`src/hdl/afe_pkg.sv`:
```
/*
  Shared constants, register layouts and types of the video front end.
  Assumes a 32-bit AHB-Lite register bus and 16-bit digitised levels.
*/
package afe_pkg;

  // Register byte offsets on the bus.
  localparam logic [7:0] CTRL_OFS   = 8'h00;
  localparam logic [7:0] STATUS_OFS = 8'h04;
  localparam logic [7:0] CHAN_OFS   = 8'h08;

  // Data path sizes; a gain code of 64 is unity.
  localparam int WORD_W    = 16;
  localparam int NUM_CH    = 3;
  localparam int GAIN_FRAC = 6;
  localparam int DAC_SHIFT = 12;
  localparam logic [7:0] OFFSET_ZERO = 8'h80;

  // Channel mode codes.
  localparam logic [1:0] MODE_COLOUR = 2'h0;
  localparam logic [1:0] MODE_TWO    = 2'h1;
  localparam logic [1:0] MODE_MONO   = 2'h2;

  // Conversion width codes.
  localparam logic [1:0] WIDTH_16 = 2'h0;
  localparam logic [1:0] WIDTH_12 = 2'h1;
  localparam logic [1:0] WIDTH_10 = 2'h2;
  localparam logic [1:0] WIDTH_8  = 2'h3;

  // Black offset codes and the levels they place zero input at.
  localparam logic [1:0]  BLACK_TOP    = 2'h2;
  localparam logic [1:0]  BLACK_BOTTOM = 2'h3;
  localparam logic [15:0] LEVEL_TOP    = 16'hFFFF;
  localparam logic [15:0] LEVEL_MID    = 16'h7FFF;
  localparam logic [15:0] LEVEL_BOTTOM = 16'h0000;

  // Only whole-word writes are taken.
  localparam logic [2:0] HSIZE_WORD = 3'h2;

  // Control word; reserved bits are held at zero.
  typedef struct packed {
    logic [12:0] rsvd;
    logic [3:0]  dac_code;
    logic [1:0]  chan_select;
    logic [1:0]  chan_mode;
    logic        dac_pd;
    logic        in_buf_en;
    logic        clamp_mode;
    logic        clamp_en;
    logic        double_sampling_select;
    logic [1:0]  black_sel;
    logic        invert;
    logic [1:0]  width;
    logic        out_dis;
  } ctrl_t;
  localparam logic [31:0] CTRL_RESET = 32'h0000_00C0;
  localparam logic [31:0] CTRL_MASK  = 32'h0007_FFFF;

  // Per-channel offset and gain word.
  typedef struct packed {
    logic [14:0] rsvd;
    logic [8:0]  gain;
    logic [7:0]  offset;
  } chan_cfg_t;
  localparam logic [31:0] CHAN_RESET = 32'h0000_4080;
  localparam logic [31:0] CHAN_MASK  = 32'h0001_FFFF;

  // Processing settings common to every channel.
  typedef struct packed {
    logic       double_sampling_select;
    logic       dac_pd;
    logic [3:0] dac_code;
    logic [1:0] black_sel;
  } proc_cfg_t;

  // Bus slave states.
  typedef enum logic {BUS_IDLE, BUS_RD_WAIT} bus_state_t;

endpackage : afe_pkg

```
`src/hdl/afe_ctrl.sv`:
```
/*
  Top of the video front end control: AHB-Lite registers, strobe
  synchronisers, clamp switch steering, channel power-down, the three
  processing channels, conversion sequencing and the pixel output bus.
  Assumes strobes come from an outside timing generator and that a pixel
  period spans at least as many system clocks as there are channels.
*/
// Added by the designer: register access over AHB-Lite and the placing of the registers.
// Overview of operation
// - Output bus floats on enable pin or disable.
// - Width select resets to sixteen bits.
// - Width field picks sixteen, twelve, ten, eight.
// - Colour mode converts all three per pixel.
// - Two-channel mode powers down unused channel.
// - Mono mode powers down the two others.
// - Clamp closes only when enabled; enable resets one.
// - One clamp signal drives every channel.
// - Mode zero clamps while reference strobe high.
// - Mode one clamps when both strobes high; held open under double sampling.
// - Double sampling resets on; uses reset level.
// - Video level taken on video strobe fall.
// - Reset level taken on reference strobe fall.
// - Single sampling takes reference pin with video.
// - Per-channel offset then gain codes.
// - Black select ten gives FFFF at zero.
// - Black select eleven gives 0000 at zero.
// - Black select zero or one gives 7FFF.
// - Sixteen-bit word, optionally inverted.
// - Reference from pin or internal DAC.
`timescale 1ns/100ps
module afe_ctrl #(
  parameter int OUT_PINS = 12
) (
  // Clock and reset.
  input  wire logic                       I_CLK_SYS,
  input  wire logic                       I_SRST,
  // AHB-Lite slave.
  input  wire logic                       I_HSEL,
  input  wire logic [31:0]                I_HADDR,
  input  wire logic [1:0]                 I_HTRANS,
  input  wire logic                       I_HWRITE,
  input  wire logic [2:0]                 I_HSIZE,
  input  wire logic [31:0]                I_HWDATA,
  input  wire logic                       I_HREADY,
  output logic [31:0]                     O_HRDATA,
  output logic                            O_HREADYOUT,
  output logic                            O_HRESP,
  // Sensor side pins.
  input  wire logic                       I_OUTPUT_ENABLE_N_PIN,
  input  wire logic                       I_VIDEO_SAMPLE_STROBE,
  input  wire logic                       I_REFERENCE_SAMPLE_STROBE,
  input  wire logic [afe_pkg::WORD_W-1:0] I_RED_INPUT,
  input  wire logic [afe_pkg::WORD_W-1:0] I_GREEN_INPUT,
  input  wire logic [afe_pkg::WORD_W-1:0] I_BLUE_INPUT,
  input  wire logic [afe_pkg::WORD_W-1:0] I_REFERENCE_LEVEL_PIN,
  // Pixel output.
  output logic [OUT_PINS-1:0]             O_PIXEL_OUTPUT_BUS,
  output logic                            O_PIXEL_OUTPUT_BUS_OE,
  output logic [afe_pkg::WORD_W-1:0]      O_PIXEL_WORD,
  output logic                            O_PIXEL_VALID,
  output logic [1:0]                      O_PIXEL_CHAN,
  // Analogue controls.
  output logic                            O_CLAMP_SWITCH_CONTROL,
  output logic [afe_pkg::NUM_CH-1:0]      O_CHAN_POWERDOWN,
  output logic                            O_INPUT_BUFFER_ENABLE,
  output logic                            O_REFERENCE_DAC_POWERDOWN
);
  import afe_pkg::*;

  if (OUT_PINS < 1 || OUT_PINS > WORD_W) begin : g_chk
    $error("OUT_PINS must lie between 1 and the word width");
  end

  localparam int SYNC_W = 3 + 4 * WORD_W;

  ctrl_t        ctrl_reg;                  // Control word.
  chan_cfg_t    chan_reg [NUM_CH];         // Offset and gain per channel.
  bus_state_t   bus_state;                 // Read wait tracking.
  logic         wr_pend_reg;               // Write data phase pending.
  logic [7:0]   wr_addr_reg;               // Address of that write.
  logic [7:0]   rd_addr_reg;               // Address of pending read.
  logic [31:0]  rd_word;                   // Read mux output.
  logic         acc;                       // Address phase taken.
  logic [SYNC_W-1:0] sync_q;               // Synchronised pins.
  logic         oeb_s;                     // Enable pin, active low.
  logic         vs_s;                      // Video strobe.
  logic         rs_s;                      // Reference strobe.
  logic [15:0]  lvl_s [NUM_CH];            // Input levels.
  logic [15:0]  pin_s;                     // Reference pin level.
  logic         vs_d_reg;                  // Delayed video strobe.
  logic         rs_d_reg;                  // Delayed reference strobe.
  logic         vs_fall;
  logic         rs_fall;
  logic [15:0]  code [NUM_CH];             // Channel results.
  logic [NUM_CH-1:0] done;                 // Channel result strobes.
  logic [NUM_CH-1:0] pend_reg;             // Conversions waiting.
  logic [NUM_CH-1:0] pick_mask;
  logic [1:0]   pick_idx;
  logic [NUM_CH-1:0] sel_hot;              // Selected channel, one-hot.
  logic [NUM_CH-1:0] pd_next;
  logic         clamp_next;
  logic [15:0]  word_next;
  proc_cfg_t    proc;

  // A transfer is taken when selected, NONSEQ or SEQ, and the bus is ready.
  assign acc = I_HSEL && I_HTRANS[1] && I_HREADY;

  // Address phase capture and read wait; reads get one wait state so that
  // a write in the cycle before is always visible to them.
  always_ff @(posedge I_CLK_SYS) begin
    if (I_SRST) begin
      bus_state   <= BUS_IDLE;
      wr_pend_reg <= 1'b0;
      wr_addr_reg <= 8'h00;
      rd_addr_reg <= 8'h00;
      O_HREADYOUT <= 1'b1;
      O_HRDATA    <= 32'h0000_0000;
      O_HRESP     <= 1'b0;
    end else begin
      O_HRESP     <= 1'b0;
      wr_pend_reg <= acc && I_HWRITE && (I_HSIZE == HSIZE_WORD);
      if (acc) begin
        wr_addr_reg <= I_HADDR[7:0];
      end
      case (bus_state)
        BUS_IDLE: begin
          if (acc && !I_HWRITE) begin
            rd_addr_reg <= I_HADDR[7:0];
            O_HREADYOUT <= 1'b0;
            bus_state   <= BUS_RD_WAIT;
          end
        end
        BUS_RD_WAIT: begin
          O_HRDATA    <= rd_word;
          O_HREADYOUT <= 1'b1;
          bus_state   <= BUS_IDLE;
        end
        default: begin
          bus_state <= BUS_IDLE;
        end
      endcase
    end
  end

  // Unmapped addresses read as zero.
  always_comb begin
    rd_word = 32'h0000_0000;
    if (rd_addr_reg == CTRL_OFS) begin
      rd_word = ctrl_reg;
    end else if (rd_addr_reg == STATUS_OFS) begin
      rd_word = {24'h00_0000, pend_reg, O_CLAMP_SWITCH_CONTROL,
                 O_PIXEL_OUTPUT_BUS_OE, O_CHAN_POWERDOWN};
    end
    for (int i = 0; i < NUM_CH; i++) begin
      if (rd_addr_reg == CHAN_OFS + 8'(4 * i)) begin
        rd_word = chan_reg[i];
      end
    end
  end

  // Register writes commit at the end of their data phase.
  always_ff @(posedge I_CLK_SYS) begin
    if (I_SRST) begin
      ctrl_reg <= ctrl_t'(CTRL_RESET);
      for (int i = 0; i < NUM_CH; i++) begin
        chan_reg[i] <= chan_cfg_t'(CHAN_RESET);
      end
    end else if (wr_pend_reg) begin
      if (wr_addr_reg == CTRL_OFS) begin
        ctrl_reg <= ctrl_t'(I_HWDATA & CTRL_MASK);
      end
      for (int i = 0; i < NUM_CH; i++) begin
        if (wr_addr_reg == CHAN_OFS + 8'(4 * i)) begin
          chan_reg[i] <= chan_cfg_t'(I_HWDATA & CHAN_MASK);
        end
      end
    end
  end

  // All pins pass two flops; strobes and levels stay aligned.
  afe_sync #(
    .W (SYNC_W)
  ) u_sync (
    .i_clk  (I_CLK_SYS),
    .i_srst (I_SRST),
    .i_d    ({I_OUTPUT_ENABLE_N_PIN, I_VIDEO_SAMPLE_STROBE,
              I_REFERENCE_SAMPLE_STROBE, I_RED_INPUT, I_GREEN_INPUT,
              I_BLUE_INPUT, I_REFERENCE_LEVEL_PIN}),
    .o_q    (sync_q)
  );
  assign {oeb_s, vs_s, rs_s, lvl_s[0], lvl_s[1], lvl_s[2], pin_s} = sync_q;

  // Falling edges of the synchronised strobes.
  always_ff @(posedge I_CLK_SYS) begin
    if (I_SRST) begin
      vs_d_reg <= 1'b0;
      rs_d_reg <= 1'b0;
    end else begin
      vs_d_reg <= vs_s;
      rs_d_reg <= rs_s;
    end
  end
  assign vs_fall = vs_d_reg && !vs_s;
  assign rs_fall = rs_d_reg && !rs_s;

  assign proc = '{double_sampling_select: ctrl_reg.double_sampling_select, dac_pd: ctrl_reg.dac_pd,
                  dac_code: ctrl_reg.dac_code,
                  black_sel: ctrl_reg.black_sel};

  // One channel per input; power-down stops its sampling.
  for (genvar g = 0; g < NUM_CH; g++) begin : g_ch
    afe_channel u_ch (
      .i_clk     (I_CLK_SYS),
      .i_srst    (I_SRST),
      .i_vs_fall (vs_fall),
      .i_rs_fall (rs_fall),
      .i_enable  (!O_CHAN_POWERDOWN[g]),
      .i_video   (lvl_s[g]),
      .i_ref_pin (pin_s),
      .i_cfg     (chan_reg[g]),
      .i_proc    (proc),
      .o_code    (code[g]),
      .o_done    (done[g])
    );
  end

  // Channel select decode; codes above the last channel mean red.
  always_comb begin
    case (ctrl_reg.chan_select)
      2'h1:    sel_hot = 3'b010;
      2'h2:    sel_hot = 3'b100;
      default: sel_hot = 3'b001;
    endcase
    case (ctrl_reg.chan_mode)
      MODE_TWO:  pd_next = sel_hot;
      MODE_MONO: pd_next = ~sel_hot;
      default:   pd_next = 3'b000;
    endcase
  end

  // Clamp steering; mode one is held open under double sampling.
  always_comb begin
    if (!ctrl_reg.clamp_en) begin
      clamp_next = 1'b0;
    end else if (!ctrl_reg.clamp_mode) begin
      clamp_next = rs_s;
    end else begin
      clamp_next = vs_s && rs_s && !ctrl_reg.double_sampling_select;
    end
  end

  // Analogue controls; a single clamp line serves all channels.
  always_ff @(posedge I_CLK_SYS) begin
    if (I_SRST) begin
      O_CLAMP_SWITCH_CONTROL    <= 1'b0;
      O_CHAN_POWERDOWN          <= 3'b000;
      O_INPUT_BUFFER_ENABLE     <= 1'b0;
      O_REFERENCE_DAC_POWERDOWN <= 1'b0;
    end else begin
      O_CLAMP_SWITCH_CONTROL    <= clamp_next;
      O_CHAN_POWERDOWN          <= pd_next;
      // Software sets this for line clamping without double sampling.
      O_INPUT_BUFFER_ENABLE     <= ctrl_reg.in_buf_en;
      O_REFERENCE_DAC_POWERDOWN <= ctrl_reg.dac_pd;
    end
  end

  // Lowest waiting channel is converted first.
  always_comb begin
    pick_idx = 2'd0;
    for (int i = NUM_CH - 1; i >= 0; i--) begin
      if (pend_reg[i]) begin
        pick_idx = 2'(i);
      end
    end
    pick_mask = 3'b001 << pick_idx;
  end

  // New results win over the clear of the one just converted.
  always_ff @(posedge I_CLK_SYS) begin
    if (I_SRST) begin
      pend_reg <= 3'b000;
    end else begin
      pend_reg <= (pend_reg & ~pick_mask) | done;
    end
  end

  // Invert first, then keep only the top bits of the chosen width.
  always_comb begin
    word_next = ctrl_reg.invert ? ~code[pick_idx] : code[pick_idx];
    case (ctrl_reg.width)
      WIDTH_12: word_next = word_next & 16'hFFF0;
      WIDTH_10: word_next = word_next & 16'hFFC0;
      WIDTH_8:  word_next = word_next & 16'hFF00;
      default:  word_next = word_next;
    endcase
  end

  // Output word and bus; the bus carries the top bits of the word.
  always_ff @(posedge I_CLK_SYS) begin
    if (I_SRST) begin
      O_PIXEL_WORD          <= 16'h0000;
      O_PIXEL_OUTPUT_BUS    <= '0;
      O_PIXEL_VALID         <= 1'b0;
      O_PIXEL_CHAN          <= 2'h0;
      O_PIXEL_OUTPUT_BUS_OE <= 1'b0;
    end else begin
      O_PIXEL_VALID         <= |pend_reg;
      O_PIXEL_OUTPUT_BUS_OE <= !oeb_s && !ctrl_reg.out_dis;
      if (|pend_reg) begin
        O_PIXEL_WORD       <= word_next;
        O_PIXEL_OUTPUT_BUS <= word_next[WORD_W-1 -: OUT_PINS];
        O_PIXEL_CHAN       <= pick_idx;
      end
    end
  end
endmodule : afe_ctrl

```
`src/hdl/afe_sync.sv`:
```
/*
  Two-flop synchroniser for a bundle of pin levels.
  Assumes multi-bit levels are stable around the strobe edges that use them.
*/
`timescale 1ns/100ps
module afe_sync #(
  parameter int W = 1
) (
  // Clock and reset.
  input  wire logic         i_clk,
  input  wire logic         i_srst,
  // Levels in and out.
  input  wire logic [W-1:0] i_d,
  output logic      [W-1:0] o_q
);
  // The first stage feeds only the second stage.
  logic [W-1:0] meta_reg;

  if (W < 1) begin : g_chk
    $error("afe_sync needs a width of at least one");
  end

  // Two stages on every edge.
  always_ff @(posedge i_clk) begin
    if (i_srst) begin
      meta_reg <= '0;
      o_q      <= '0;
    end else begin
      meta_reg <= i_d;
      o_q      <= meta_reg;
    end
  end
endmodule : afe_sync

```
`src/hdl/afe_channel.sv`:
```
/*
  One processing channel: sampling, referencing, offset, gain and
  black-level placement into a 16-bit unsigned word.
  Assumes strobe edge pulses and levels already share the system clock.
*/
`timescale 1ns/100ps
module afe_channel (
  // Clock and reset.
  input  wire logic                       i_clk,
  input  wire logic                       i_srst,
  // Strobe edges and power.
  input  wire logic                       i_vs_fall,
  input  wire logic                       i_rs_fall,
  input  wire logic                       i_enable,
  // Input and reference levels.
  input  wire logic [afe_pkg::WORD_W-1:0] i_video,
  input  wire logic [afe_pkg::WORD_W-1:0] i_ref_pin,
  // Settings.
  input  wire afe_pkg::chan_cfg_t         i_cfg,
  input  wire afe_pkg::proc_cfg_t         i_proc,
  // Result.
  output logic [afe_pkg::WORD_W-1:0]      o_code,
  output logic                            o_done
);
  import afe_pkg::*;

  logic [15:0]        video_reg; // Video level sample.
  logic [15:0]        reset_reg; // Reset level sample.
  logic [15:0]        pin_reg;   // Reference pin sample.
  logic               cap_reg;   // A video sample was just taken.
  logic [15:0]        ref_lvl;   // Chosen reference.
  logic [15:0]        dac_lvl;   // Internal reference DAC level.
  logic [15:0]        base;      // Code for zero input.
  logic signed [16:0] diff;
  logic signed [17:0] v2;
  logic signed [27:0] v3;
  logic signed [27:0] sum;

  // Samples are taken only while the channel is powered.
  always_ff @(posedge i_clk) begin
    if (i_srst) begin
      video_reg <= '0;
      pin_reg   <= '0;
      cap_reg   <= 1'b0;
    end else begin
      cap_reg <= i_vs_fall && i_enable;
      if (i_vs_fall && i_enable) begin
        video_reg <= i_video;
        pin_reg   <= i_ref_pin;
      end
    end
  end

  // The reset level is only needed with double sampling.
  always_ff @(posedge i_clk) begin
    if (i_srst) begin
      reset_reg <= '0;
    end else if (i_rs_fall && i_enable && i_proc.double_sampling_select) begin
      reset_reg <= i_video;
    end
  end

  // Offset is added before the gain; the result is clipped to 16 bits.
  always_comb begin
    dac_lvl = 16'({12'h000, i_proc.dac_code} << DAC_SHIFT);
    if (i_proc.double_sampling_select) begin
      ref_lvl = reset_reg;
    end else begin
      ref_lvl = i_proc.dac_pd ? pin_reg : dac_lvl;
    end
    diff = $signed({1'b0, video_reg}) - $signed({1'b0, ref_lvl});
    v2 = 18'(diff) + 18'($signed({1'b0, i_cfg.offset}))
       - 18'($signed({1'b0, OFFSET_ZERO}));
    v3 = 28'(v2 * $signed({1'b0, i_cfg.gain})) >>> GAIN_FRAC;
    case (i_proc.black_sel)
      BLACK_TOP:    base = LEVEL_TOP;
      BLACK_BOTTOM: base = LEVEL_BOTTOM;
      default:      base = LEVEL_MID;
    endcase
    sum = $signed({12'h000, base}) + v3;
  end

  // The word is unsigned, so negative sums clip to zero.
  always_ff @(posedge i_clk) begin
    if (i_srst) begin
      o_code <= '0;
      o_done <= 1'b0;
    end else begin
      o_done <= cap_reg;
      if (cap_reg) begin
        if (sum < 0) begin
          o_code <= 16'h0000;
        end else if (sum > 28'sh000_FFFF) begin
          o_code <= 16'hFFFF;
        end else begin
          o_code <= sum[15:0];
        end
      end
    end
  end
endmodule : afe_channel

```
`config.mk`:
```
export PLATFORM = sky130hd
export DESIGN_NAME = afe_ctrl
export DESIGN_NICKNAME = d
export VERILOG_FILES = /design/src/hdl/afe_pkg.sv /design/src/hdl/afe_ctrl.sv /design/src/hdl/afe_sync.sv /design/src/hdl/afe_channel.sv
export SDC_FILE = /design/constraint.sdc
export NUM_CORES = 2
export LEC_CHECK = 0
export BUFFER_PORTS_ARGS = -buffer_cell sky130_fd_sc_hd__buf_2
export CAP_MARGIN = 20
export CORE_MARGIN = 1
export CORE_UTILIZATION = 64
export CTS_CLUSTER_SIZE = 8
export DETAILED_ROUTE_END_ITERATION = 10
export PLACE_DENSITY = 0.82
export SLEW_MARGIN = 20
export SYNTH_ARGS = -nofsm -noshare
export SYNTH_HDL_FRONTEND = slang
export SYNTH_HIERARCHICAL = 1
export SYNTH_SLANG_ARGS = --single-unit
export TNS_END_PERCENT = 50
```
`constraint.sdc`:
```
create_clock -name I_CLK_SYS -period 12 [get_ports I_CLK_SYS]
set_input_delay 1.2 -clock I_CLK_SYS [delete_from_list [all_inputs] [get_ports I_CLK_SYS]]
set_output_delay 1.2 -clock I_CLK_SYS [all_outputs]
set_load 0.05 [all_outputs]
```
== After elaboration in Yosys (flattened, before gate mapping) ==
Memories as Yosys holds them, arrays and structs flattened.
Cells that the tools add are included.
Word-level totals
  logic and storage cells: 187
  memory bits (writable): 51
  memories kept: 1
  flip-flop bits (word level): 445
  bits of input ports: 141
Memory list
  chan_reg: depth 3, width 17, read ports 3, clocked after Yosys merged registers in 0, write ports 3, RTL line afe_ctrl.sv:77  | chan_cfg_t chan_reg [NUM_CH];
Operators by class
  add/sub/neg operators: 12
  mux-type cells: 50
  shift-type cells: 1
  equal/unequal tests: 18
  bitwise gates (word level): 11
  magnitude comparators: 7
  reductions and logical operators: 34
  multipliers: 3
Operators by type and width (number)
  two-way mux 16 bit: 15
  two-way mux 32 bit: 3
  multiplier 18 x 10 -> 28 bit: 3
  adder 17 x 22 -> 23 bit: 3
  > comparator 23 x 17 -> 1 bit, second input constant: 3
  less-than comparator 23 x 1 -> 1 bit, second input constant: 3
  adder 17 x 9 -> 18 bit: 3
  subtractor 18 x 9 -> 18 bit, second input constant: 3
  two-way mux 17 bit: 3
  subtractor 16 x 16 -> 17 bit: 3
  binary-select mux 16 bit (select 2 bit): 1
  equality test 8 x 4 -> 1 bit, second input constant: 4
  case mux 16 bit (2 select lines): 1
  case mux 8 bit (3 select lines): 1
  logical AND 1 bit: 19
  two-way mux 19 bit: 1
  two-way mux 1 bit: 17
  equality test 8 x 5 -> 1 bit, second input constant: 2
  zero test 8 bit: 2
  NOT 16 bit: 1
  equality test 2 bit, second input constant: 6
  case mux 3 bit (2 select lines): 2
  zero test 1 bit: 9
  equality test 8 x 3 -> 1 bit, second input constant: 1
  other kinds (17): 27

== Depth between registers and ports, before layout ==
  word-level depth: 10
  mapped depth: 52
  mapped depth without buffers: 49

== Modules after synthesis ==
The synthesis kept the hierarchy.
By module, submodules not included
  afe_channel (g_ch[1].u_ch): seq. area each 1321.3 um2, cells each 1435, times used 1, area each 11432.2 um2
  afe_channel (g_ch[2].u_ch): seq. area each 1321.3 um2, cells each 1325, times used 1, area each 10809.1 um2
  afe_channel (g_ch[0].u_ch): seq. area each 1321.3 um2, cells each 1306, times used 1, area each 10695.3 um2
  afe_ctrl: seq. area each 3293.2 um2, cells each 594, times used 1, area each 6142.1 um2
  afe_sync: seq. area each 2682.6 um2, cells each 282, times used 1, area each 3608.5 um2

== Worst setup path before layout ==
No wires, ideal clock.
  path type: register to register
  start: register ctrl_reg[10] (netlist bit)
  end: register g_ch[0].u_ch/o_code[13] (netlist bit)
  data arrival time: 10797 ps
  cell stages (with the launch flop): 50
  setup slack: 1073 ps
  data required time: 11870 ps
  cell sequence: dfxtp_1 -> clkbuf_1 -> buf_1 -> nand2_1 -> nor2_1 -> a21oi_1 -> ha_1 -> nor2b_1 -> o31a_1 -> o21a_1 -> nor2_1 -> xnor2_1 -> ha_1 -> ha_1 -> inv_1 -> nor2_1 -> a311oi_1 -> o2bb2ai_1 -> (+14 left out) -> a21oi_1 -> o21ai_0 -> or3_1 -> o21ai_1 -> xnor2_1 -> ha_1 -> and3_1 -> and3_1 -> o211ai_1 -> a21oi_1 -> o21ai_0 -> a21oi_1 -> nand3_1 -> or4b_1 -> nand4bb_1 -> o211ai_4 -> buf_6 -> o211ai_2
Between the ends
  longest elaborated chain between the ends: 10
RTL lines
  from (decl): RTL line afe_ctrl.sv:76  | ctrl_t ctrl_reg;
  from (signal assigned): RTL line afe_ctrl.sv:164  | ctrl_reg <= ctrl_t'(CTRL_RESET);
  from (signal assigned): RTL line afe_ctrl.sv:170  | ctrl_reg <= ctrl_t'(I_HWDATA & CTRL_MASK);
  two-way mux 16 bit *: RTL line afe_channel.sv:69  | ref_lvl = i_proc.dac_pd ? pin_reg : dac_lvl;
  two-way mux 16 bit *: RTL line afe_channel.sv:66  | if (i_proc.double_sampling_select) begin
  subtractor 16 x 16 -> 17 bit *: RTL line afe_channel.sv:71  | diff = $signed({1'b0, video_reg}) - $signed({1'b0, ref_lvl});
  adder 17 x 9 -> 18 bit *: RTL line afe_channel.sv:72  | v2 = 18'(diff) + 18'($signed({1'b0, i_cfg.offset}))
  subtractor 18 x 9 -> 18 bit *: RTL line afe_channel.sv:73  | - 18'($signed({1'b0, OFFSET_ZERO}));
  multiplier 18 x 10 -> 28 bit *: RTL line afe_channel.sv:74  | v3 = 28'(v2 * $signed({1'b0, i_cfg.gain})) >>> GAIN_FRAC;
  adder 17 x 22 -> 23 bit *: RTL line afe_channel.sv:80  | sum = $signed({12'h000, base}) + v3;
  > comparator 23 x 17 -> 1 bit: RTL line afe_channel.sv:93  | end else if (sum > 28'sh000_FFFF) begin
  two-way mux 16 bit: RTL line afe_channel.sv:93
  two-way mux 16 bit *: RTL line afe_channel.sv:91  | if (sum < 0) begin
  to (signal assigned): RTL line afe_channel.sv:96  | o_code <= sum[15:0];
  to (decl): RTL line afe_channel.sv:22  | output logic [afe_pkg::WORD_W-1:0] o_code,
Mark *: on every way between the ends. The rest lies on a longest branch, timed or not.
A chain may end at the register's enable or synchronous reset.

== Final worst setup path ==
  start: register ctrl_reg[10] (netlist bit)
  end: register g_ch[0].u_ch/o_code[14] (netlist bit)
The elaborated chain is that of the path after synthesis.

==> results.json <==
{
  "cp_top_family": "adder cells",
  "ff2ff_path_depth": 48,
  "min_period_ns": 11.29,
  "cp_slowest_cell": "fa_1",
  "cts_buffers": 70,
  "slew-limit-headroom": 0.285,
  "maxCapViolCount": 0,
  "grt_usage": 0.323,
  "layout_commonest_cell": "nand2_1",
  "cts_tree": "built",
  "clock_latency_ns": 0.63,
  "grt_max_degree": 100,
  "crit_start": "ctrl_reg[10]",
  "synth.area.top_cells": "dfxtp_1, fa_1, ha_1, nand2_1, inv_1",
  "regToRegSetupSlack_ns": 0.71,
  "finalWirelength_um": 110000,
  "cts.reportedPaths.clkPinSlew_ns": 0.05,
  "fin_tns_setup_ns": 0,
  "arrival_ns": 11.77,
  "die_area_um2": 67700,
  "cts.sinks": 471,
  "synth-edff-count": 51,
  "synth_warnings": 6,
  "netlist_instances": 4942,
  "wl_per_cell_um": 18.5,
  "final_cell_mix": "nand2_1, inv_1, dfxtp_1",
  "fin_crit_sh": 0.941,
  "fp.coreArea_um2": 65900,
  "finalMaxSlewViolations": 0,
  "grt_pass1_wl_um": 174000,
  "min-delay-path-class": "flip-flop to flip-flop",
  "start_util": 0.648,
  "drive_gt1_frac": 0.0813,
  "die_y_um": 260,
  "via_per_inst": 5.86,
  "yosysTopAreaCellShare": 0.197,
  "area_growth_pct": 8.83,
  "skew_ns": 0.0481,
  "dpl.hpwl_um": 83500,
  "hold_buffers": 0,
  "drc": 0,
  "drtAntennaViolNets": 0,
  "die_x_um": 260,
  "cp_common_cell": "fa_1",
  "diodes": 0,
  "globalplace.congestion": 0.927,
  "avgSynthCellArea_um2": 8.64,
  "hold_viol_final": 0,
  "yosysTopAreaCell": "dfxtp_1",
  "htreeDepth": 3,
  "fmax_ghz": 0.0886,
  "finalSetupViolCount": 0,
  "antenna_found_initial": 3,
  "crit_buf_inv": 6,
  "tightest_slew_ns": 1.06,
  "grt-ovfl-total": 0,
  "grt_pass1_vias": 33827,
  "top_level_ports": 213,
  "r2r-start": "ctrl_reg[10]",
  "route.vias.total": 34790,
  "crit_path_end_kind": "flip-flop",
  "netlist_area_um2": 42700,
  "worstSetupPathType": "flip-flop to flip-flop",
  "rsz0062_at_grt": "false",
  "path_depth": 48,
  "max_stage_delay_ns": 0.56,
  "row_count": 94,
  "async_flop_share": 0,
  "r2r_end": "g_ch[0].u_ch/o_code[14]",
  "synth.distinct_cells": 113,
  "port_buffers": 160,
  "fin_nets": 5959,
  "cts_root_buf": "clkbuf_16",
  "startpoint_type": "flip-flop",
  "seq_area_frac_synth": 0.233,
  "cts_buffer_depth": 3,
  "worstPathMaxFanout": 13,
  "drt_iter0_drc": 3428,
  "endpoint": "g_ch[0].u_ch/o_code[14]",
  "drt_first_pass_iters": 7,
  "synth-seq-cells": 471,
  "status": "finished, final reports clean",
  "required_ns": 12.49,
  "synthFlopType": "dfxtp_1"
}
-- timing repair --
item | 4_1_cts | 5_1_grt
endpoints found under the hold margin | 0 | 0
resized for setup | 0 | 16
setup endpoints to repair | 0 | 33
setup buffers | 0 | 7
-- per-layer routing --
metal / GRT usage / vias to the layer above / wire length, µm
li1: - / 16407 / -
met1: 0.439 / 16656 / 46100
met2: 0.507 / 1491 / 49300
met5: 0 / - / 0
met4: 0.146 / 0 / 4840
met3: 0.0552 / 236 / 9600
-- Yosys cell counts (9+ instances only) --
cell,number
nor4_1,15
a211oi_1,26
o21a_1,45
or3_1,14
mux2i_1,65
xor2_1,60
o22ai_1,11
nand2b_1,37
edfxtp_1,51
a21boi_0,10
nand4_1,21
a21oi_1,379
nand2_1,716
ha_1,350
o21bai_1,23
nor4b_1,14
nor2b_1,184
o31ai_1,9
and3_1,27
xnor2_1,121
clkbuf_1,158
o31a_1,9
a21o_1,63
o211ai_2,12
fa_1,414
o21ai_1,17
a31oi_1,27
nor2_1,224
or2_2,12
dfxtp_1,420
a2bb2oi_1,10
o211ai_1,31
buf_2,15
inv_1,588
nand3_1,51
and2_1,303
a32oi_1,15
nor3_1,52
o21ai_0,118
o32ai_1,9
buf_4,36
-- layout make-up --
type,count,area (µm²)
Clock inverter,10,225
Tap cell,864,1080
Inverter,588,2210
Multi-Input combinational cell,3675,29600
Timing Repair Buffer,248,1560
Sequential cell,471,9940
Fill cell,4947,19400
Clock buffer,85,1840
-- kinds of logic after synthesis --
kind of cell | synth area share
xor gates and xnor gates | 0.0385
other | 0.0000878
DFF | 0.233
AOI/OAI and AO/OA | 0.137
and+or+nand+nor | 0.201
adders and majority gates | 0.297
buffers and inverters | 0.0761
muxes | 0.0180
-- worst min path at each step --
stage                    from               endpoint  depth (start not counted)
2_1_floorplan  u_sync/o_q[66]  O_PIXEL_OUTPUT_BUS_OE                          1
3_3_place_gp   u_sync/o_q[66]  O_PIXEL_OUTPUT_BUS_OE                          1
3_5_place_dp   u_sync/o_q[66]  O_PIXEL_OUTPUT_BUS_OE                          1
4_1_cts        u_sync/o_q[66]  O_PIXEL_OUTPUT_BUS_OE                          1
5_1_grt        u_sync/o_q[66]  O_PIXEL_OUTPUT_BUS_OE                          1
6_report       u_sync/o_q[66]  O_PIXEL_OUTPUT_BUS_OE                          1
-- stage by stage --
stage / hold WS (ns) / cell area, µm² / std cells / util / setup WS [ns]
2_1_floorplan: 0.367 / 42700 / 4955 / - / 1.07
3_3_place_gp: 0.369 / 44200 / 5838 / 0.671 / 0.623
3_5_place_dp: 0.383 / 44200 / 5838 / 0.671 / 0.362
4_1_cts: 0.413 / 46300 / 5933 / 0.703 / 0.308
5_1_grt: 0.427 / 46500 / 5941 / 0.705 / 0.0130
6_report: 0.406 / 46500 / 5941 / 0.705 / 0.714
Power is left out: the tool's default activity adds up to more than one toggle a clock period on the data nets, which glitch-free logic cannot reach.
